==> config.mk <==
export PLATFORM = sky130hd
export DESIGN_NAME = fbrla_read
export DESIGN_NICKNAME = d
export VERILOG_FILES = /design/src/logic/fbrla_pkg.sv /design/src/logic/fbrla_read.sv /design/src/logic/fbrla_next_blk.sv
export SDC_FILE = /design/constraint.sdc
export NUM_CORES = 1
export LEC_CHECK = 0
export ABC_AREA = 1
export ABC_CLOCK_PERIOD_IN_PS = 7000
export CAP_MARGIN = 40
export CORE_MARGIN = 5
export CORE_UTILIZATION = 55
export DETAILED_ROUTE_END_ITERATION = 8
export DONT_BUFFER_PORTS = 1
export GPL_ROUTABILITY_DRIVEN = 0
export GPL_TIMING_DRIVEN = 0
export PLACE_DENSITY = 0.7
export SKIP_LAST_GASP = 1
export SLEW_MARGIN = 20
export SYNTH_ARGS = -nofsm -noshare
export SYNTH_HDL_FRONTEND = slang
export SYNTH_SLANG_ARGS = --single-unit
==> constraint.sdc <==
create_clock -name core_clk -period 7 [get_ports core_clk]
set_input_delay 0.7 -clock core_clk [delete_from_list [all_inputs] [get_ports core_clk]]
set_output_delay 0.7 -clock core_clk [all_outputs]
set_load 0.005 [all_outputs]
==> src/logic/fbrla_pkg.sv <==
// Package: address layout, sources, timing and carrier structs for the read path
package fbrla_pkg;
   // Address layout: sector / page / block / word
   localparam int SECTOR_W     = 3;
   localparam int PAGE_W       = 3;
   localparam int BLOCK_W      = 3;
   localparam int WORD_W       = 2;
   localparam int ADDR_W       = SECTOR_W + PAGE_W + BLOCK_W + WORD_W;
   localparam int DATA_W       = 32;
   localparam int BLK_WORDS    = 4;
   // Page kinds within a sector
   localparam logic [PAGE_W-1:0] SPARE_PAGE = 3'h7;
   // Last data block of a page; the block after it holds auxiliary data
   localparam logic [BLOCK_W-1:0] LAST_DATA_BLK = 3'h6;
   localparam logic [BLOCK_W-1:0] AUX_BLK       = 3'h7;
   // Miss penalty
   localparam int MISS_MAX_BUSY = 9;
   localparam int ARRAY_RD_CYC  = 4;
   localparam logic [3:0] ARRAY_RD_CNT = 4'h4;

   typedef enum logic [1:0] {
      FBRLA_SRC_ARRAY,
      FBRLA_SRC_PAGE_BUF,
      FBRLA_SRC_BLOCK_BUF,
      FBRLA_SRC_STATUS
   } fbrla_src_e;

   typedef struct packed {
      logic [SECTOR_W-1:0] sector;
      logic [PAGE_W-1:0]   page;
      logic [BLOCK_W-1:0]  block;
   } fbrla_blk_s;

   typedef struct packed {
      logic                read;
      logic                read_ahead_request;
      logic                pipe;
      fbrla_src_e          src;
      fbrla_blk_s          blk;
      logic [WORD_W-1:0]   word;
   } fbrla_req_s;
endpackage

==> src/logic/fbrla_read.sv <==
// Flash memory unit read path with read-ahead prefetch
`timescale 1ns/10ps
module fbrla_read
   import fbrla_pkg::*;
#(
   parameter int DW = DATA_W       // Read data width
)
(
   input  wire logic                   core_clk,   // Block clock
   input  wire logic                   rst,        // Synchronous reset, high
   input  wire fbrla_pkg::fbrla_req_s  req,        // Read request
   input  wire logic [DW-1:0]          array_q,    // Array word for addressed block
   input  wire logic [DW-1:0]          page_q,     // Page buffer word
   input  wire logic [DW-1:0]          status_q,   // Status register word
   output      fbrla_pkg::fbrla_blk_s  array_blk,  // Block fetched from array
   output      logic [WORD_W-1:0]      array_word, // Word index fetched
   output      logic                   busy,       // Busy, request must hold
   output      logic                   rd_valid,   // Read data valid pulse
   output      logic [DW-1:0]          rd_data     // Read data
);
   import fbrla_pkg::*;

   typedef enum logic [1:0] {FBRLA_IDLE, FBRLA_FETCH, FBRLA_MISS} fbrla_st_e;

   fbrla_st_e          st;
   logic [3:0]         cnt;
   logic [DW-1:0]      bbuf [BLK_WORDS];
   logic [DW-1:0]      pref [BLK_WORDS];
   fbrla_blk_s         bbuf_blk;
   fbrla_blk_s         pref_blk;
   logic               pref_done;
   logic               bbuf_ok;
   logic               miss_pend;
   fbrla_blk_s         miss_blk;
   logic [WORD_W-1:0]  fcnt;
   logic [3:0]         busy_cnt;
   logic               d1_valid;
   logic [DW-1:0]      d1_data;
   fbrla_blk_s         succ;

   fbrla_next_blk u_next (
      .cur (bbuf_blk),
      .nxt (succ)
   );

   wire rd_bb   = req.read && (req.src == FBRLA_SRC_BLOCK_BUF || req.src == FBRLA_SRC_ARRAY);
   wire in_buf  = bbuf_ok && (req.blk == bbuf_blk);
   wire hit_pf  = pref_done && (req.blk == pref_blk);
   wire miss    = rd_bb && !in_buf && !hit_pf && !busy;
   wire serve   = req.read && !busy && !miss;
   wire fetch_last = (fcnt == WORD_W'(BLK_WORDS - 1));

   wire [DW-1:0] src_data =
      (req.src == FBRLA_SRC_PAGE_BUF) ? page_q :
      (req.src == FBRLA_SRC_STATUS)   ? status_q :
      hit_pf                           ? pref[req.word] : bbuf[req.word];

   always_ff @(posedge core_clk)
   begin
      if (rst)
      begin
         st        <= FBRLA_IDLE;
         cnt       <= '0;
         fcnt      <= '0;
         pref_done <= 1'b0;
         bbuf_ok   <= 1'b0;
         miss_pend <= 1'b0;
         bbuf_blk  <= '0;
         pref_blk  <= '0;
         miss_blk  <= '0;
         busy      <= 1'b0;
         array_blk <= '0;
         array_word <= '0;
      end
      else
      begin
         case (st)
            FBRLA_IDLE:
            begin
               if (miss)
               begin
                  busy      <= 1'b1;
                  miss_blk  <= req.blk;
                  miss_pend <= 1'b1;
                  st        <= FBRLA_MISS;
                  cnt       <= ARRAY_RD_CNT;
                  fcnt      <= '0;
                  array_blk <= req.blk;
               end
               else if (serve && hit_pf)
               begin
                  bbuf_blk  <= pref_blk;
                  pref_done <= 1'b0;
               end
               else if (serve && req.read_ahead_request && in_buf && !pref_done)
               begin
                  pref_blk  <= succ;
                  array_blk <= succ;
                  st        <= FBRLA_FETCH;
                  fcnt      <= '0;
               end
            end
            FBRLA_FETCH:
            begin
               fcnt       <= fcnt + WORD_W'(1);
               array_word <= fcnt + WORD_W'(1);
               if (fetch_last)
               begin
                  pref_done <= 1'b1;
                  st        <= FBRLA_IDLE;
               end
               if (miss)
               begin
                  busy      <= 1'b1;
                  miss_blk  <= req.blk;
                  miss_pend <= 1'b1;
               end
               if (fetch_last && (miss || miss_pend))
               begin
                  st        <= FBRLA_MISS;
                  cnt       <= ARRAY_RD_CNT;
                  array_blk <= miss ? req.blk : miss_blk;
                  pref_done <= 1'b0;
               end
            end
            FBRLA_MISS:
            begin
               fcnt       <= fcnt + WORD_W'(1);
               array_word <= fcnt + WORD_W'(1);
               cnt        <= cnt - 4'h1;
               if (cnt == 4'h1)
               begin
                  bbuf_blk  <= miss_blk;
                  bbuf_ok   <= 1'b1;
                  miss_pend <= 1'b0;
                  busy      <= 1'b0;
                  st        <= FBRLA_IDLE;
               end
            end
            default: st <= FBRLA_IDLE;
         endcase
      end
   end

   // Array words land in prefetch or block buffer as fetched
   genvar gi;
   generate
      for (gi = 0; gi < BLK_WORDS; gi++)
      begin : g_buf
         always_ff @(posedge core_clk)
         begin
            if (rst)
            begin
               bbuf[gi] <= '0;
               pref[gi] <= '0;
            end
            else
            begin
               if (st == FBRLA_FETCH && fcnt == WORD_W'(gi))
                  pref[gi] <= array_q;
               if (st == FBRLA_MISS && fcnt == WORD_W'(gi))
                  bbuf[gi] <= array_q;
               else if (st == FBRLA_IDLE && serve && hit_pf)
                  bbuf[gi] <= pref[gi];
            end
         end
      end
   endgenerate

   always_ff @(posedge core_clk)
   begin
      if (rst)
      begin
         d1_valid <= 1'b0;
         d1_data  <= '0;
         rd_valid <= 1'b0;
         rd_data  <= '0;
         busy_cnt <= '0;
      end
      else
      begin
         d1_valid <= serve;
         d1_data  <= src_data;
         rd_valid <= req.pipe ? d1_valid : serve;
         rd_data  <= req.pipe ? d1_data : src_data;
         busy_cnt <= busy ? busy_cnt + 4'h1 : '0;
      end
   end

   chk_busy_bound: assert property (@(posedge core_clk) disable iff (rst)
      busy |-> busy_cnt < 4'(MISS_MAX_BUSY))
      else $error("busy lasted more than nine cycles");
   chk_hit_no_busy: assert property (@(posedge core_clk) disable iff (rst)
      (st == FBRLA_IDLE && req.read && hit_pf && !busy) |=> !busy)
      else $error("busy raised on prefetch hit");
   chk_miss_busy: assert property (@(posedge core_clk) disable iff (rst)
      (miss && st == FBRLA_IDLE) |=> busy)
      else $error("miss did not raise busy");
   chk_miss_ends: assert property (@(posedge core_clk) disable iff (rst)
      $rose(busy) |-> ##[1:9] !busy)
      else $error("miss never completed");
   chk_nopipe_lat: assert property (@(posedge core_clk) disable iff (rst)
      (serve && !req.pipe) |=> rd_valid)
      else $error("non-pipelined data late");
   chk_pipe_lat: assert property (@(posedge core_clk) disable iff (rst)
      (serve && req.pipe) ##1 req.pipe |=> rd_valid)
      else $error("pipelined data late");
   chk_status_src: assert property (@(posedge core_clk) disable iff (rst)
      (serve && !req.pipe && req.src == FBRLA_SRC_STATUS) |=> rd_data == $past(status_q))
      else $error("status source wrong");
   chk_prefetch_go: assert property (@(posedge core_clk) disable iff (rst)
      (st == FBRLA_IDLE && serve && req.read_ahead_request && in_buf && !pref_done && !hit_pf)
      |=> st == FBRLA_FETCH && pref_blk == $past(succ))
      else $error("prefetch did not start");

   cov_hit: cover property (@(posedge core_clk) serve && hit_pf);
   cov_miss: cover property (@(posedge core_clk) miss);
   cov_miss_in_fetch: cover property (@(posedge core_clk) st == FBRLA_FETCH && miss);
   cov_pipe: cover property (@(posedge core_clk) serve && req.pipe);
endmodule

==> src/logic/fbrla_next_blk.sv <==
// Successor block computation for read-ahead
`timescale 1ns/10ps
module fbrla_next_blk
   import fbrla_pkg::*;
(
   input  wire fbrla_pkg::fbrla_blk_s cur,   // Block being read
   output      fbrla_pkg::fbrla_blk_s nxt    // Predicted successor
);
   wire is_spare = (cur.page == SPARE_PAGE);
   wire is_aux   = (cur.block == AUX_BLK);
   wire last_dat = (cur.block == LAST_DATA_BLK);
   // Sector advance wraps naturally to 0 past the last sector
   wire [SECTOR_W-1:0] sec_inc = cur.sector + {{(SECTOR_W-1){1'b0}}, 1'b1};
   wire [PAGE_W-1:0]   pg_inc  = cur.page + {{(PAGE_W-1){1'b0}}, 1'b1};
   wire [BLOCK_W-1:0]  blk_inc = cur.block + {{(BLOCK_W-1){1'b0}}, 1'b1};
   wire                pg_wrap = (cur.page == SPARE_PAGE - 3'h1);

   always_comb
   begin
      nxt = cur;
      if (is_aux)
      begin
         nxt.page = pg_inc;
         if (pg_inc == '0)
            nxt.sector = sec_inc;
      end
      else if (is_spare)
      begin
         nxt.sector = sec_inc;
         nxt.block  = '0;
      end
      else if (last_dat)
      begin
         nxt.block = '0;
         nxt.page  = pg_wrap ? '0 : pg_inc;
         if (pg_wrap)
            nxt.sector = sec_inc;
      end
      else
      begin
         nxt.block = blk_inc;
      end
   end
endmodule

==> results.toml <==
[run_status]
status = "complete, no violations"

[setup_path]
crit_family = "simple AND/OR/NAND/NOR gates"
worstSetupStartpoint = "pref_blk[8]$_SDFFE_PP0P_"
worstSetupPathType = "reg2reg"
critPathSlowestCell = "clkbuf_1"
crit_top_cell = "nand2_1"
reg2reg_from = "pref_blk[8]$_SDFFE_PP0P_"
cp.required_ns = 7.23
cp-start-kind = "flop"
worstSetupEndpointType = "flop"
cp_max_fo = 19
path_buf_inv = 4
slowest_delay_ns = 0.53
worstPathArrival_ns = 3.44
cp_cell_sequence = "inv_1 -> nand2_1 -> nand2_1 -> nor2_1 -> nand2_1 -> nor2_2 -> nand3_2 -> nor2_4 -> clkbuf_1 -> inv_1 -> nand2_2 -> buf_16"

[timing]
setup_viol = 0
rsz0062_at_grt = "false"
fmax_ghz = 0.312
fin_crit_sh_pct = 45.8
drv_slew = 0
skew_ns = 0.0275
worstMarginPinSlew_ns = 0.941
relSlewSlack_pct = 37.2
final.min_clock_period_ns = 3.20
setup_tns_ns = 0
final-hold-violation-count = 0

[job]
max-cap-violations = 0

[clock_tree]
ctsResizeCount = 0
htreeDepth = 2
root_buffer = "clkbuf_16"
cts_tree = "done"
numCtsBuffers = 39
clk_latency_ns = 0.55
ctsLongestPathBuffers = 3
ctsHoldBuffers = 0
clk_pin_slew_ns = 0.06
cts_sinks = 371
post_cts.repair.setup_buffers = 0

[logic_synthesis]
yosysUniqueCellTypes = 42
synth_seq_cells = 371
synth-seq-area-share_pct = 54.8
ys_warn_count = 0
synthesis.instances = 2076
avgSynthCellArea_um2 = 8.78
syn_nets = 2205
syn_area_um2 = 18200

[power_and_ir_drop]
powerDensity_nw_per_um2 = 304
p_sw_uw = 1970
switching_share_pct = 32.0
pwr-share-clk_pct = 32.8
share_comb_of_total_power_pct = 21.7
leakagePower_uw = 0.00838
p_int_uw = 4180
power_frac_seq_pct = 45.4
ir_worst_vdd_mv = 0.173

[finish]
layout-drive-gt1-share_pct = 8.20
n_fill_cell = 2807
area_delta_synth_final_pct = 11.1
multiInputGateArea_um2 = 6770
final_cell_mix = "nand2_1 (297), nor2_1 (285), edfxtp_1 (256)"
postLayoutCellArea_um2 = 20200
layout_commonest_cell = "nand2_1"
final_nets = 2257
regArea_um2 = 9990
final_cells = 2603

[place]
place_area_um2 = 19000
port_buffers = 0
hpwl_mm = 42.8
dp_cells = 2528

[grt]
grt_overflow_total = 0
grt_pass1_wl_mm = 88.4
grt_pass1_vias = 14923
grt_usage_pct = 31.9
antenna_found_initial = 7
grt_max_degree = 27

[floorplan]
die_area_um2 = 36900
die_x_um = 192
initial_core_util_pct = 55.9
coreArea_um2 = 32600
die_h_um = 192
ioPinCount = 159
rows = 66

[drt]
drc = 0
drt_wl_total_mm = 60.1
wl_met2_mm = 26.3
dr_wl_met3_mm = 8.58
first_pass_iters = 7
vias = 15793
met1_length_mm = 22.7
wl_per_cell_um = 23.1
top_layer_used = "met5"
antenna_left = 0
drt_iter0_markers = 2338
vias_per_cell = 6.07

[min_path]
hold_path_class = "in2reg"
min_from = "req[9]"
==> layer usage <==
metal	up-vias	global-route usage, %
li1	7108	-
met1	7300	42.3
met2	1169	49.6
met3	206	9.91
met4	10	12.0
met5	-	0
==> flip-flops by register name, indices dropped and copies added, names as in the netlist, 4 cells and up <==
| name | cells |
|---|---|
| bbuf | 128 |
| pref | 128 |
| d1_data | 32 |
| rd_data | 32 |
| array_blk | 9 |
| bbuf_blk | 9 |
| miss_blk | 9 |
| pref_blk | 9 |
| cnt | 4 |
==> cells in the mapped netlist (all sizes together) <==
| library cell | n | area (µm²) |
|---|---|---|
| nor2 | 289 | 1100 |
| buf | 33 | 183 |
| a21oi | 149 | 802 |
| nor4 | 3 | 48.8 |
| xnor2 | 2 | 17.5 |
| ha | 15 | 188 |
| clkinv | 1 | 3.75 |
| inv | 251 | 942 |
| nand3b | 17 | 128 |
| o22ai | 64 | 400 |
| a211oi | 22 | 180 |
| a22o | 15 | 131 |
| dfxtp | 115 | 2300 |
| o32ai | 1 | 8.76 |
| xor2 | 4 | 42.6 |
| o21ai | 209 | 1050 |
| mux2i | 34 | 340 |
| or2 | 35 | 219 |
| nand2 | 309 | 1170 |
| nor3 | 1 | 5.00 |
| edfxtp | 256 | 7690 |
| o211ai | 33 | 253 |
| nand3 | 114 | 593 |
| clkbuf | 95 | 357 |
| o21bai | 3 | 22.5 |
| nand4 | 6 | 52.6 |
==> area by class of cell <==
type                       instances  area share, %
sequential                       371           49.3
multi-input combinational       1325           33.4
clock buffer                      48           5.19
inverter                         252           4.67
tap                              442           2.73
buffer                           128           2.66
timing repair buffer              11           1.07
clock inverter                    24          0.865
antenna                            2         0.0247
==> worst paths after layout <==
path | slack [ns] | endpoint | cells after the start
worst min register to register | 0.47 | miss_blk[0]$_SDFFE_PP0P_ | 2
worst max register to register | 3.80 | bbuf[0][5]$_DFFE_PP_ | 12
worst max-delay path | 3.80 | bbuf[0][5]$_DFFE_PP_ | 12
worst min-delay path | 0.33 | miss_blk[7]$_SDFFE_PP0P_ | 2
==> through the flow <==
| step | power, µW | setup WS, ns | util [%] | hold slack (ns) |
|---|---|---|---|---|
| CTS | 6110 | 3.87 | 62.0 | 0.324 |
| global placement | 4060 | 2.64 | 57.6 | 0.450 |
| finish | 6160 | 3.80 | 62.1 | 0.329 |
| global route | 6410 | 3.75 | 62.1 | 0.330 |
| detailed placement | 4130 | 3.50 | 58.3 | 0.462 |
| floorplan | 3690 | 4.05 | - | 0.441 |
==> cells by family (layout without fill, tap and decap cells) <==
family | after synthesis | count (layout) | synth area share (%)
flops | 371 | 371 | 54.8
buf+inv | 380 | 463 | 8.15
fa+ha+maj | 15 | 15 | 1.03
compound gates | 496 | 496 | 15.6
simple gates | 774 | 774 | 18.2
mux | 34 | 34 | 1.87
other cells | 0 | 2 | 0
xor+xnor | 6 | 6 | 0.330
==> power groups by stage <==
stage	sequential (µW)	clock (µW)	combinational, µW
2_1_floorplan	2800	0	897
3_3_place_gp	2830	0	1230
3_5_place_dp	2840	0	1290
4_1_cts	2790	2020	1300
5_1_grt	2820	2110	1480
6_report	2800	2020	1340
Power figures use the tool's default switching activity.
